File: src/verilog/erw_pkg.sv
`default_nettype none
package erw_pkg;
  // Register offsets (byte addresses)
  localparam logic [7:0] OFF_WM   = 8'h00;
  localparam logic [7:0] OFF_EN   = 8'h10;
  localparam logic [7:0] OFF_REQ  = 8'h20;
  localparam logic [7:0] OFF_CTRL = 8'h30;
  localparam logic [7:0] OFF_STAT = 8'h40;
  // Alias operations in address bits 3:2
  typedef enum logic [1:0] {
    ALIAS_WRITE = 2'b00,
    ALIAS_SET   = 2'b01,
    ALIAS_CLR   = 2'b10,
    ALIAS_INV   = 2'b11
  } erw_alias_t;
  // Field positions
  localparam int FWM_LSB      = 16;
  localparam int EWM_LSB      = 0;
  localparam int STAT_CNT_LSB = 16;
  localparam int B_TX_BUS_ERROR_FLAG     = 14;
  localparam int B_RX_BUS_ERROR_FLAG     = 13;
  localparam int B_EMPTY_MARK_FLAG     = 9;
  localparam int B_FULL_MARK_FLAG     = 8;
  localparam int B_RX_DONE_FLAG     = 7;
  localparam int B_PACKET_PENDING_FLAG    = 6;
  localparam int B_RX_ACTIVITY_FLAG      = 5;
  localparam int B_TX_DONE_FLAG     = 3;
  localparam int B_TX_ABORT_FLAG    = 2;
  localparam int B_RX_DESCRIPTOR_MISSING_FLAG    = 1;
  localparam int B_RX_OVERFLOW_FLAG    = 0;
  localparam int CTRL_DEC     = 0;
  localparam int CTRL_AUTOFC  = 1;
  // Implemented bits
  localparam logic [31:0] WM_MASK   = 32'h00FF00FF;
  localparam logic [31:0] FLAG_MASK = 32'h000063EF;
  localparam logic [31:0] EVT_MASK  = 32'h000060AF;
  localparam logic [31:0] CTRL_MASK = 32'h00000002;
  // Reset values
  localparam logic [31:0] WM_RST   = 32'h00000000;
  localparam logic [31:0] EN_RST   = 32'h00000000;
  localparam logic [31:0] REQ_RST  = 32'h00000000;
  localparam logic [31:0] CTRL_RST = 32'h00000000;
  localparam logic [7:0]  CNT_RST  = 8'h00;
  localparam logic [7:0]  CNT_MAX  = 8'hFF;
  // Bus responses
  localparam logic [1:0] RESP_OKAY   = 2'b00;
  localparam logic [1:0] RESP_SLVERR = 2'b10;
endpackage : erw_pkg
`default_nettype wire

File: src/verilog/erw_rx_watermark_irq.sv
`timescale 1ns/1ps
`default_nettype none
module erw_rx_watermark_irq (
  // Clock and reset
  input  wire logic        clk_sys_in,
  input  wire logic        resetn_in,
  // AXI4-Lite write
  input  wire logic [7:0]  awaddr_in,
  input  wire logic        awvalid_in,
  output logic             awready_out,
  input  wire logic [31:0] wdata_in,
  input  wire logic [3:0]  wstrb_in,
  input  wire logic        wvalid_in,
  output logic             wready_out,
  output logic [1:0]       bresp_out,
  output logic             bvalid_out,
  input  wire logic        bready_in,
  // AXI4-Lite read
  input  wire logic [7:0]  araddr_in,
  input  wire logic        arvalid_in,
  output logic             arready_out,
  output logic [31:0]      rdata_out,
  output logic [1:0]       rresp_out,
  output logic             rvalid_out,
  input  wire logic        rready_in,
  // DMA and MAC events
  input  wire logic        rx_pkt_done_in,
  input  wire logic [7:0]  rx_desc_used_in,
  input  wire logic        rx_activity_in,
  input  wire logic        rx_desc_missing_in,
  input  wire logic        rx_overflow_in,
  input  wire logic        rx_bus_error_in,
  input  wire logic        tx_bus_error_in,
  input  wire logic        tx_done_in,
  input  wire logic        tx_abort_in,
  input  wire logic        rx_count_clear_in,
  // Outputs to the controller
  output logic [7:0]       rx_buffer_count_out,
  output logic             flow_control_out,
  output logic             rx_halt_out,
  output logic             irq_out
);
  logic [31:0] wm_r;
  logic [31:0] wm_nxt;
  logic [31:0] en_r;
  logic [31:0] en_nxt;
  logic [31:0] req_r;
  logic [31:0] req_nxt;
  logic [31:0] ctrl_r;
  logic [31:0] ctrl_nxt;
  logic        fc_r;
  logic        fc_nxt;
  logic        wr_en_w;
  logic [7:0]  wr_addr_w;
  logic [31:0] wr_data_w;
  logic [3:0]  wr_strb_w;
  logic        wr_ok_w;
  logic [7:0]  rd_addr_w;
  logic [31:0] rd_data_w;
  logic        rd_ok_w;
  logic [7:0]  cnt_w;
  logic [7:0]  fwm_w;
  logic [7:0]  ewm_w;
  logic        full_cond_w;
  logic        empty_cond_w;
  logic        dec_w;
  logic        wr_wm_w;
  logic        wr_en_reg_w;
  logic        wr_req_w;
  logic        wr_ctrl_w;
  logic [31:0] evt_w;
  logic [31:0] req_sw_w;
  logic [31:0] hw_w;

  // Register select ignoring alias bits
  function automatic logic sel(input logic [7:0] a, input logic [7:0] base);
    sel = (a[7:4] == base[7:4]);
  endfunction : sel

  // Apply alias operation under byte strobes
  function automatic logic [31:0] apply(
    input logic [31:0] old,
    input logic [31:0] data,
    input logic [3:0]  strb,
    input logic [1:0]  op
  );
    logic [31:0] m;
    logic [31:0] d;
    m = {{8{strb[3]}}, {8{strb[2]}}, {8{strb[1]}}, {8{strb[0]}}};
    d = data & m;
    unique case (op)
      erw_pkg::ALIAS_WRITE: apply = (old & ~m) | d;
      erw_pkg::ALIAS_SET:   apply = old | d;
      erw_pkg::ALIAS_CLR:   apply = old & ~d;
      erw_pkg::ALIAS_INV:   apply = old ^ d;
    endcase
  endfunction : apply

  erw_axil_slave u_bus (
    .clk_sys_in  (clk_sys_in),
    .resetn_in   (resetn_in),
    .awaddr_in   (awaddr_in),
    .awvalid_in  (awvalid_in),
    .awready_out (awready_out),
    .wdata_in    (wdata_in),
    .wstrb_in    (wstrb_in),
    .wvalid_in   (wvalid_in),
    .wready_out  (wready_out),
    .bresp_out   (bresp_out),
    .bvalid_out  (bvalid_out),
    .bready_in   (bready_in),
    .araddr_in   (araddr_in),
    .arvalid_in  (arvalid_in),
    .arready_out (arready_out),
    .rdata_out   (rdata_out),
    .rresp_out   (rresp_out),
    .rvalid_out  (rvalid_out),
    .rready_in   (rready_in),
    .wr_en_out   (wr_en_w),
    .wr_addr_out (wr_addr_w),
    .wr_data_out (wr_data_w),
    .wr_strb_out (wr_strb_w),
    .wr_ok_in    (wr_ok_w),
    .rd_addr_out (rd_addr_w),
    .rd_data_in  (rd_data_w),
    .rd_ok_in    (rd_ok_w)
  );

  // Write decode
  assign wr_wm_w     = wr_en_w && sel(wr_addr_w, erw_pkg::OFF_WM);
  assign wr_en_reg_w = wr_en_w && sel(wr_addr_w, erw_pkg::OFF_EN);
  assign wr_req_w    = wr_en_w && sel(wr_addr_w, erw_pkg::OFF_REQ);
  assign wr_ctrl_w   = wr_en_w && sel(wr_addr_w, erw_pkg::OFF_CTRL);
  assign wr_ok_w     = wr_wm_w || wr_en_reg_w || wr_req_w || wr_ctrl_w;
  // Decrement strobe is a write-one action bit
  assign dec_w = wr_ctrl_w && wr_strb_w[0] && wr_data_w[erw_pkg::CTRL_DEC]
                 && wr_addr_w[3:2] != erw_pkg::ALIAS_CLR;

  erw_buf_counter u_cnt (
    .clk_sys_in    (clk_sys_in),
    .resetn_in     (resetn_in),
    .inc_in        (rx_pkt_done_in),
    .inc_amount_in (rx_desc_used_in),
    .dec_in        (dec_w),
    .clear_in      (rx_count_clear_in),
    .count_out     (cnt_w)
  );

  // Watermark comparison
  assign fwm_w        = wm_r[erw_pkg::FWM_LSB +: 8];
  assign ewm_w        = wm_r[erw_pkg::EWM_LSB +: 8];
  assign full_cond_w  = cnt_w >= fwm_w;
  assign empty_cond_w = cnt_w <= ewm_w;

  // Register next values
  assign wm_nxt = wr_wm_w ? apply(wm_r, wr_data_w, wr_strb_w, wr_addr_w[3:2])
                  & erw_pkg::WM_MASK : wm_r;
  assign en_nxt = wr_en_reg_w ? apply(en_r, wr_data_w, wr_strb_w, wr_addr_w[3:2])
                  & erw_pkg::FLAG_MASK : en_r;
  assign ctrl_nxt = wr_ctrl_w ? apply(ctrl_r, wr_data_w, wr_strb_w, wr_addr_w[3:2])
                    & erw_pkg::CTRL_MASK : ctrl_r;

  // Event inputs at their flag positions
  always_comb
  begin
    evt_w = 32'h00000000;
    evt_w[erw_pkg::B_TX_BUS_ERROR_FLAG]  = tx_bus_error_in;
    evt_w[erw_pkg::B_RX_BUS_ERROR_FLAG]  = rx_bus_error_in;
    evt_w[erw_pkg::B_RX_DONE_FLAG]  = rx_pkt_done_in;
    evt_w[erw_pkg::B_RX_ACTIVITY_FLAG]   = rx_activity_in;
    evt_w[erw_pkg::B_TX_DONE_FLAG]  = tx_done_in;
    evt_w[erw_pkg::B_TX_ABORT_FLAG] = tx_abort_in;
    evt_w[erw_pkg::B_RX_DESCRIPTOR_MISSING_FLAG] = rx_desc_missing_in;
    evt_w[erw_pkg::B_RX_OVERFLOW_FLAG] = rx_overflow_in;
  end

  // Hardware-owned flags, writes ignored, clearing event wins
  always_comb
  begin
    hw_w = 32'h00000000;
    hw_w[erw_pkg::B_FULL_MARK_FLAG] = !dec_w
      && (full_cond_w || req_r[erw_pkg::B_FULL_MARK_FLAG]);
    hw_w[erw_pkg::B_EMPTY_MARK_FLAG] = !rx_pkt_done_in
      && (empty_cond_w || req_r[erw_pkg::B_EMPTY_MARK_FLAG]);
    hw_w[erw_pkg::B_PACKET_PENDING_FLAG] = !dec_w
      && ((cnt_w != erw_pkg::CNT_RST) || req_r[erw_pkg::B_PACKET_PENDING_FLAG]);
  end

  // Software alias on event flags, a new event wins
  assign req_sw_w = wr_req_w ? apply(req_r, wr_data_w, wr_strb_w, wr_addr_w[3:2])
                    : req_r;
  assign req_nxt  = ((req_sw_w | evt_w) & erw_pkg::EVT_MASK) | hw_w;

  // Automatic flow control follows the watermarks
  always_comb
  begin
    fc_nxt = fc_r;
    if (!ctrl_r[erw_pkg::CTRL_AUTOFC])
      fc_nxt = 1'b0;
    else if (full_cond_w)
      fc_nxt = 1'b1;
    else if (empty_cond_w)
      fc_nxt = 1'b0;
  end

  always_ff @(posedge clk_sys_in or negedge resetn_in)
  begin
    if (!resetn_in)
    begin
      wm_r   <= erw_pkg::WM_RST;
      en_r   <= erw_pkg::EN_RST;
      req_r  <= erw_pkg::REQ_RST;
      ctrl_r <= erw_pkg::CTRL_RST;
      fc_r   <= 1'b0;
    end
    else
    begin
      wm_r   <= wm_nxt;
      en_r   <= en_nxt;
      req_r  <= req_nxt;
      ctrl_r <= ctrl_nxt;
      fc_r   <= fc_nxt;
    end
  end

  // Read mux, reserved bits already zero in storage
  always_comb
  begin
    rd_data_w = 32'h00000000;
    rd_ok_w   = 1'b1;
    if (sel(rd_addr_w, erw_pkg::OFF_WM))
      rd_data_w = wm_r & erw_pkg::WM_MASK;
    else if (sel(rd_addr_w, erw_pkg::OFF_EN))
      rd_data_w = en_r & erw_pkg::FLAG_MASK;
    else if (sel(rd_addr_w, erw_pkg::OFF_REQ))
      rd_data_w = req_r & erw_pkg::FLAG_MASK;
    else if (sel(rd_addr_w, erw_pkg::OFF_CTRL))
      rd_data_w = ctrl_r;
    else if (sel(rd_addr_w, erw_pkg::OFF_STAT))
      rd_data_w[erw_pkg::STAT_CNT_LSB +: 8] = cnt_w;
    else
      rd_ok_w = 1'b0;
  end

  // Outputs
  assign rx_buffer_count_out = cnt_w;
  assign flow_control_out    = fc_r;
  assign rx_halt_out         = ctrl_r[erw_pkg::CTRL_AUTOFC] && cnt_w == erw_pkg::CNT_MAX;
  assign irq_out             = |(req_r & en_r);
endmodule : erw_rx_watermark_irq
`default_nettype wire

File: src/verilog/erw_buf_counter.sv
`timescale 1ns/1ps
`default_nettype none
module erw_buf_counter (
  // Clock and reset
  input  wire logic       clk_sys_in,
  input  wire logic       resetn_in,
  // Count control
  input  wire logic       inc_in,
  input  wire logic [7:0] inc_amount_in,
  input  wire logic       dec_in,
  input  wire logic       clear_in,
  // Count value
  output logic      [7:0] count_out
);
  logic [7:0] count_r;
  logic [7:0] count_nxt;
  logic [8:0] sum_w;

  assign sum_w = {1'b0, count_r} + {1'b0, inc_amount_in};

  // Saturating up and down, both at once hold
  always_comb
  begin
    count_nxt = count_r;
    if (clear_in)
      count_nxt = erw_pkg::CNT_RST;
    else if (inc_in && !dec_in)
      count_nxt = sum_w[8] ? erw_pkg::CNT_MAX : sum_w[7:0];
    else if (dec_in && !inc_in && count_r != erw_pkg::CNT_RST)
      count_nxt = count_r - 8'h01;
  end

  always_ff @(posedge clk_sys_in or negedge resetn_in)
  begin
    if (!resetn_in)
      count_r <= erw_pkg::CNT_RST;
    else
      count_r <= count_nxt;
  end

  assign count_out = count_r;
endmodule : erw_buf_counter
`default_nettype wire

File: src/verilog/erw_axil_slave.sv
`timescale 1ns/1ps
`default_nettype none
module erw_axil_slave (
  // Clock and reset
  input  wire logic        clk_sys_in,
  input  wire logic        resetn_in,
  // AXI4-Lite write
  input  wire logic [7:0]  awaddr_in,
  input  wire logic        awvalid_in,
  output logic             awready_out,
  input  wire logic [31:0] wdata_in,
  input  wire logic [3:0]  wstrb_in,
  input  wire logic        wvalid_in,
  output logic             wready_out,
  output logic [1:0]       bresp_out,
  output logic             bvalid_out,
  input  wire logic        bready_in,
  // AXI4-Lite read
  input  wire logic [7:0]  araddr_in,
  input  wire logic        arvalid_in,
  output logic             arready_out,
  output logic [31:0]      rdata_out,
  output logic [1:0]       rresp_out,
  output logic             rvalid_out,
  input  wire logic        rready_in,
  // Register file side
  output logic             wr_en_out,
  output logic [7:0]       wr_addr_out,
  output logic [31:0]      wr_data_out,
  output logic [3:0]       wr_strb_out,
  input  wire logic        wr_ok_in,
  output logic [7:0]       rd_addr_out,
  input  wire logic [31:0] rd_data_in,
  input  wire logic        rd_ok_in
);
  logic        aw_r;
  logic        w_r;
  logic [7:0]  awaddr_r;
  logic [31:0] wdata_r;
  logic [3:0]  wstrb_r;
  logic        bvalid_r;
  logic [1:0]  bresp_r;
  logic        rvalid_r;
  logic [31:0] rdata_r;
  logic [1:0]  rresp_r;
  logic        aw_hs_w;
  logic        w_hs_w;
  logic        ar_hs_w;

  assign awready_out = !aw_r && !bvalid_r;
  assign wready_out  = !w_r && !bvalid_r;
  assign arready_out = !rvalid_r;
  assign aw_hs_w     = awvalid_in && awready_out;
  assign w_hs_w      = wvalid_in && wready_out;
  assign ar_hs_w     = arvalid_in && arready_out;
  assign wr_en_out   = aw_r && w_r && !bvalid_r;
  assign wr_addr_out = awaddr_r;
  assign wr_data_out = wdata_r;
  assign wr_strb_out = wstrb_r;
  assign rd_addr_out = araddr_in;

  always_ff @(posedge clk_sys_in or negedge resetn_in)
  begin
    if (!resetn_in)
    begin
      aw_r     <= 1'b0;
      w_r      <= 1'b0;
      awaddr_r <= 8'h00;
      wdata_r  <= 32'h00000000;
      wstrb_r  <= 4'h0;
      bvalid_r <= 1'b0;
      bresp_r  <= erw_pkg::RESP_OKAY;
    end
    else
    begin
      if (aw_hs_w)
      begin
        aw_r     <= 1'b1;
        awaddr_r <= awaddr_in;
      end
      if (w_hs_w)
      begin
        w_r     <= 1'b1;
        wdata_r <= wdata_in;
        wstrb_r <= wstrb_in;
      end
      if (wr_en_out)
      begin
        aw_r     <= 1'b0;
        w_r      <= 1'b0;
        bvalid_r <= 1'b1;
        bresp_r  <= wr_ok_in ? erw_pkg::RESP_OKAY : erw_pkg::RESP_SLVERR;
      end
      else if (bvalid_r && bready_in)
        bvalid_r <= 1'b0;
    end
  end

  always_ff @(posedge clk_sys_in or negedge resetn_in)
  begin
    if (!resetn_in)
    begin
      rvalid_r <= 1'b0;
      rdata_r  <= 32'h00000000;
      rresp_r  <= erw_pkg::RESP_OKAY;
    end
    else if (ar_hs_w)
    begin
      rvalid_r <= 1'b1;
      rdata_r  <= rd_data_in;
      rresp_r  <= rd_ok_in ? erw_pkg::RESP_OKAY : erw_pkg::RESP_SLVERR;
    end
    else if (rvalid_r && rready_in)
      rvalid_r <= 1'b0;
  end

  assign bvalid_out = bvalid_r;
  assign bresp_out  = bresp_r;
  assign rvalid_out = rvalid_r;
  assign rdata_out  = rdata_r;
  assign rresp_out  = rresp_r;
endmodule : erw_axil_slave
`default_nettype wire

File: config.mk
export PLATFORM = sky130hd
export DESIGN_NAME = erw_rx_watermark_irq
export DESIGN_NICKNAME = d
export VERILOG_FILES = /design/src/verilog/erw_pkg.sv /design/src/verilog/erw_rx_watermark_irq.sv /design/src/verilog/erw_buf_counter.sv /design/src/verilog/erw_axil_slave.sv
export SDC_FILE = /design/constraint.sdc
export NUM_CORES = 1
export LEC_CHECK = 0
export CORE_ASPECT_RATIO = 1.2
export CORE_MARGIN = 2
export CORE_UTILIZATION = 70
export CTS_CLUSTER_SIZE = 14
export DETAILED_ROUTE_END_ITERATION = 10
export DONT_BUFFER_PORTS = 1
export GPL_TIMING_DRIVEN = 0
export HOLD_SLACK_MARGIN = 0.06
export MAX_ROUTING_LAYER = met4
export PLACE_DENSITY_LB_ADDON = 0.3
export REMOVE_ABC_BUFFERS = 1
export SYNTH_ARGS = -nofsm -noshare
export SYNTH_HDL_FRONTEND = slang
export SYNTH_SLANG_ARGS = --single-unit
export TNS_END_PERCENT = 20
File: constraint.sdc
create_clock -name clk_sys_in -period 6.4 [get_ports clk_sys_in]
set_clock_uncertainty 0.1 [all_clocks]
set_input_delay 0.96 -clock clk_sys_in [delete_from_list [all_inputs] [get_ports clk_sys_in]]
set_output_delay 0.96 -clock clk_sys_in [all_outputs]
set_load 0.01 [all_outputs]
# Word level (Yosys, flattened, before mapping)
# Index checks and enable logic that the tools add are counted.
# totals
register_bits	127
input_bits	76
elab_cells	137
# op_classes
addsub	2
n_lt_le_gt_ge	2
n_eq_ne	13
n_mux	33
bitwise_logic	26
reduce_logical	45
# ops
operator	count
15-bit case mux with 4 select lines	2
24-bit case mux with 4 select lines	1
15-bit AND	5
15-bit bitwise OR	5
24-bit AND	3
24-bit 2-to-1 mux	3
8-bit 2-to-1 mux	6
24-bit NOT	2
24-bit bitwise OR	2
32-bit OR reduction	1
15-bit XOR	2
24-bit XOR	1
1-bit logical AND	23
4-bit by 2-bit equality test with 1-bit output (second input constant)	4
1-bit 2-to-1 mux	16
15-bit 2-to-1 mux	1
15-bit by 10-bit bitwise OR with 15-bit output	1
8-bit by 8-bit adder with 9-bit output	1
4-bit by 1-bit equality test with 1-bit output (second input constant)	2
8-bit equality test (second input constant)	1
8-bit greater-or-equal comparator	1
8-bit less-or-equal comparator	1
4-bit logical NOT	2
2-bit case mux with 4 select lines	1
16 further kinds	34

# Depth between registers and ports, before layout
# logic_depth
depth_word	11
depth_mapped	9

# By module
# A second synthesis with hierarchy kept.
# hier_totals
cells_unflattened	827
area_unflattened_um2	8597.0
# modules_own_cells
module	instances	cells_per_inst	area_per_inst_um2	seq_area_each_um2
erw_rx_watermark_irq	1	523	4317.9	1001.0
erw_axil_slave	1	197	3330.7	2052.0
erw_buf_counter	1	107	948.4	200.2

# Worst setup path after synthesis
# No wires, ideal clock.
# synth_timing
kind	input -> register
from	input port rx_desc_used_in[0]
to	register u_cnt.count_r[2], in the netlist u_cnt.count_out[2]
setup_time_ns	0.131
arrival_ns	2.821
t_required_ns	6.169
setup_slack_ns	3.349
stages	7
path_buffers	0
path_cell_list	ha_1 -> fa_1 -> a211o_1 -> a2111oi_2 -> o2111ai_1 -> o2111ai_1 -> nand3_1
# synth_via
elab_chain_cells	4
# synth_lines
element	line_no	source
start: declaration	erw_rx_watermark_irq.sv:28	input wire logic [7:0] rx_desc_used_in,
8-bit by 8-bit adder with 9-bit output	erw_buf_counter.sv:19	assign sum_w = {1'b0, count_r} + {1'b0, inc_amount_in};
8-bit 2-to-1 mux	erw_buf_counter.sv:28	count_nxt = sum_w[8] ? erw_pkg::CNT_MAX : sum_w[7:0];
8-bit 2-to-1 mux	erw_buf_counter.sv:27	else if (inc_in && !dec_in)
8-bit 2-to-1 mux	erw_buf_counter.sv:25	if (clear_in)
end signal: assignment	erw_buf_counter.sv:36	count_r <= erw_pkg::CNT_RST;
end signal: assignment	erw_buf_counter.sv:38	count_r <= count_nxt;
end: declaration	erw_buf_counter.sv:15	logic [7:0] count_r;
# No other way between the ends.
# A chain may end at the register's enable or synchronous reset.

# Worst setup path in the final report
# layout_timing
from	register u_bus.wstrb_r[0], in the netlist u_bus.wr_strb_out[0]
to	register u_cnt.count_r[7], in the netlist u_cnt.count_out[7]
# layout_via
elab_chain_cells	7
elab_cells_between_ends	10
# layout_lines
element	line_no	source
start: declaration	erw_axil_slave.sv:40	logic [3:0] wstrb_r;
start signal: assignment	erw_axil_slave.sv:85	wstrb_r <= wstrb_in;
1-bit logical AND (*) (2 in a row)	erw_rx_watermark_irq.sv:136	assign dec_w = wr_ctrl_w && wr_strb_w[0] && wr_data_w[erw_pkg::CTRL_DEC]
1-bit logical AND (*)	erw_rx_watermark_irq.sv:137	&& wr_addr_w[3:2] != erw_pkg::ALIAS_CLR;
1-bit logical NOT	erw_buf_counter.sv:27	
1-bit logical AND	erw_buf_counter.sv:27	
8-bit 2-to-1 mux	erw_buf_counter.sv:27	
8-bit 2-to-1 mux	erw_buf_counter.sv:25	
# Mark *: on every way between the ends. The rest lies on a longest branch, timed or not.

==> flow_summary.ini <==
[status]
outcome = finished, final reports clean

[yosys]
syn-cell-area_um2 = 7380
synth-seq-cells = 103
synth_common_cells = 103 x dfrtp_1, 90 x ha_1, 81 x nand2_1
ys_warn_count = 0
yosys-top-cells-area = dfrtp_1 35%, ha_1 15%, mux2_2 6.4%, mux2i_1 6.4%, nand2_1 4.1%
synth_top_area_share = 0.349
ys_seq_area_frac = 0.349
synth_edf_count = 0
synth.most_common_cell = dfrtp_1
netlist_instances = 747
yosysTopAreaCell = dfrtp_1
synthFlopType = dfrtp_1
yosysUniqueCellTypes = 71
avgSynthCellArea_um2 = 9.88
async_flop_share = 1.00

[detailed_routing]
vias = 5772
via_per_inst = 6.77
wl_um = 17400
drc = 0
dr.pass1.iters = 5
wl_per_cell_um = 20.4
antenna_left = 0
first_iter_violations = 410

[place]
dp_cells = 838
port_buffers = 0
routabilityCongestion = 0.901
dp_hpwl_um = 12200

[die]
dieArea_um2 = 11400
die_w_um = 97.7
io_pins = 128
start_util = 0.709
std_cell_rows = 41
die_h_um = 116
coreArea_um2 = 10400

[grt]
grt_pass1_vias = 5836
grt_pass1_wl_um = 28000
antenna_found_initial = 0
track_usage = 0.316
grt_max_degree = 104
grt-ovfl-total = 0

[cts]
clk_latency_ps = 350
cts.clk_slew.worst_paths_ps = 70
htreeDepth = 3
cts_setup_buffers = 0
ctsResizeCount = 0
cts.path.max_buffers = 2
cts_tree = yes
cts_hold_buf = 0
cts_root_buffer = clkbuf_16
numCtsBuffers = 9
cts_sinks = 103

[sta]
slew_violations = 0
max_freq_ghz = 0.332
rsz0062_at_grt = false
tns_ps = 0
hold_violations = 0
worst_slew_pin_slew_ps = 1310
period_needed_ps = 3010
report.final.setup_viol = 0
period_share = 0.471
relSlewSlack = 0.122

[cells_and_area]
final_cell_count_no_fill = 853
nFillCells = 760
syn_to_final_growth_pct = 3.75
num-nets-final = 887
drive_gt1_frac = 0.112
seq_area_um2 = 2580
n_antenna_cell = 0
multiInputGateArea_um2 = 4410

[critical_path]
cp.arrival_ps = 3160
worst-setup-path-type = reg -> reg
start_kind = flip-flop
cp.required_ps = 6550
cp-end-kind = flip-flop
path_max_fanout = 22

[pwr]
peakVddDrop_mv = 0.337
p_leak_nw = 3.39
p_per_area_nw_per_um2 = 433

[run]
max-cap-violations = 0

[min_path]
hold_path_class = in -> async
==> worst max-delay path: stages, from the launching register on <==
cell,delay [ps]
dfrtp_1,910
nand2_1,420
or4_4,760
nor4_2,340
mux2i_1,110
a211oi_1,240
==> worst paths after layout <==
path / start / to / slack, ps / depth (start not counted)
max in group asynchronous: resetn_in / req_r[8] / 5840 / 0
worst max-delay path: u_bus.wr_strb_out[0] / u_cnt.count_out[7] / 3390 / 5
worst max register to register: u_bus.wr_strb_out[0] / u_cnt.count_out[7] / 3390 / 5
min in group clk_sys_in: u_bus.wr_data_out[9] / u_bus.wr_data_out[9] / 410 / 1
worst min-delay path: resetn_in / u_bus.wr_data_out[4] / 200 / 0
worst min register to register: u_bus.wr_data_out[9] / u_bus.wr_data_out[9] / 410 / 1
==> cell usage in the layout, fill, tap and decap left out, drive strengths merged, types with 8 or more instances in the layout <==
| cell | Yosys | routed |
|---|---|---|
| o21ai | 60 | 60 |
| ha | 90 | 90 |
| nand2 | 81 | 81 |
| clkbuf | 24 | 10 |
| inv | 40 | 41 |
| a22oi | 16 | 16 |
| a21oi | 42 | 42 |
| nor2 | 17 | 17 |
| o21a | 8 | 8 |
| dfrtp | 103 | 103 |
| conb | 1 | 14 |
| mux2 | 42 | 42 |
| nand4 | 8 | 8 |
| mux2i | 47 | 47 |
| a211oi | 25 | 25 |
| a221oi | 9 | 9 |
==> cells by family (layout without fill, tap and decap cells) <==
kind of cell    count (synthesis)  count (layout)  share of synthesized area
simple gates                  160             160                      0.117
other cells                     1              14                   0.000508
flops                         103             103                      0.349
mux                            90              90                      0.131
compound gates                202             202                      0.180
fa+ha+maj                      91              91                      0.155
buf+inv                        94              58                     0.0605
xor+xnor                        6               6                    0.00712
==> metrics by stage <==
stage	area (um^2)	hold slack, ps	setup WS, ps	power [W]	utilization
floorplan	7130	381	2410	0.00231	-
global route	7660	193	3270	0.00357	0.735
detailed placement	7360	398	3080	0.00273	0.707
CTS	7660	196	3440	0.00331	0.735
finish	7660	202	3390	0.00332	0.735
global placement	7300	391	1420	0.00257	0.701
==> layout make-up <==
cell class	count	area share
Clock buffer	10	0.0312
Clock inverter	5	0.00735
Inverter	40	0.0196
Multi-Input combinational cell	563	0.576
Sequential cell	103	0.337
Tap cell	129	0.0211
Timing Repair Buffer	3	0.00719
==> metal layers <==
| layer | routed length, um | vias up | GRT usage |
|---|---|---|---|
| li1 | - | 2648 | - |
| met1 | 6760 | 2842 | 0.347 |
| met2 | 8930 | 234 | 0.553 |
| met3 | 1070 | 48 | 0.0592 |
| met4 | 635 | 0 | 0.160 |
| met5 | 0 | - | - |
==> where the power goes <==
group	leakage (nW)	total [W]	switching (W)	internal (W)
clock network	0.145	0.000555	0.000244	0.000312
registers	1.26	0.00121	0.000354	0.000856
logic	1.98	0.00155	0.000825	0.000727
Note: power is estimated with default switching activity, not from simulation.
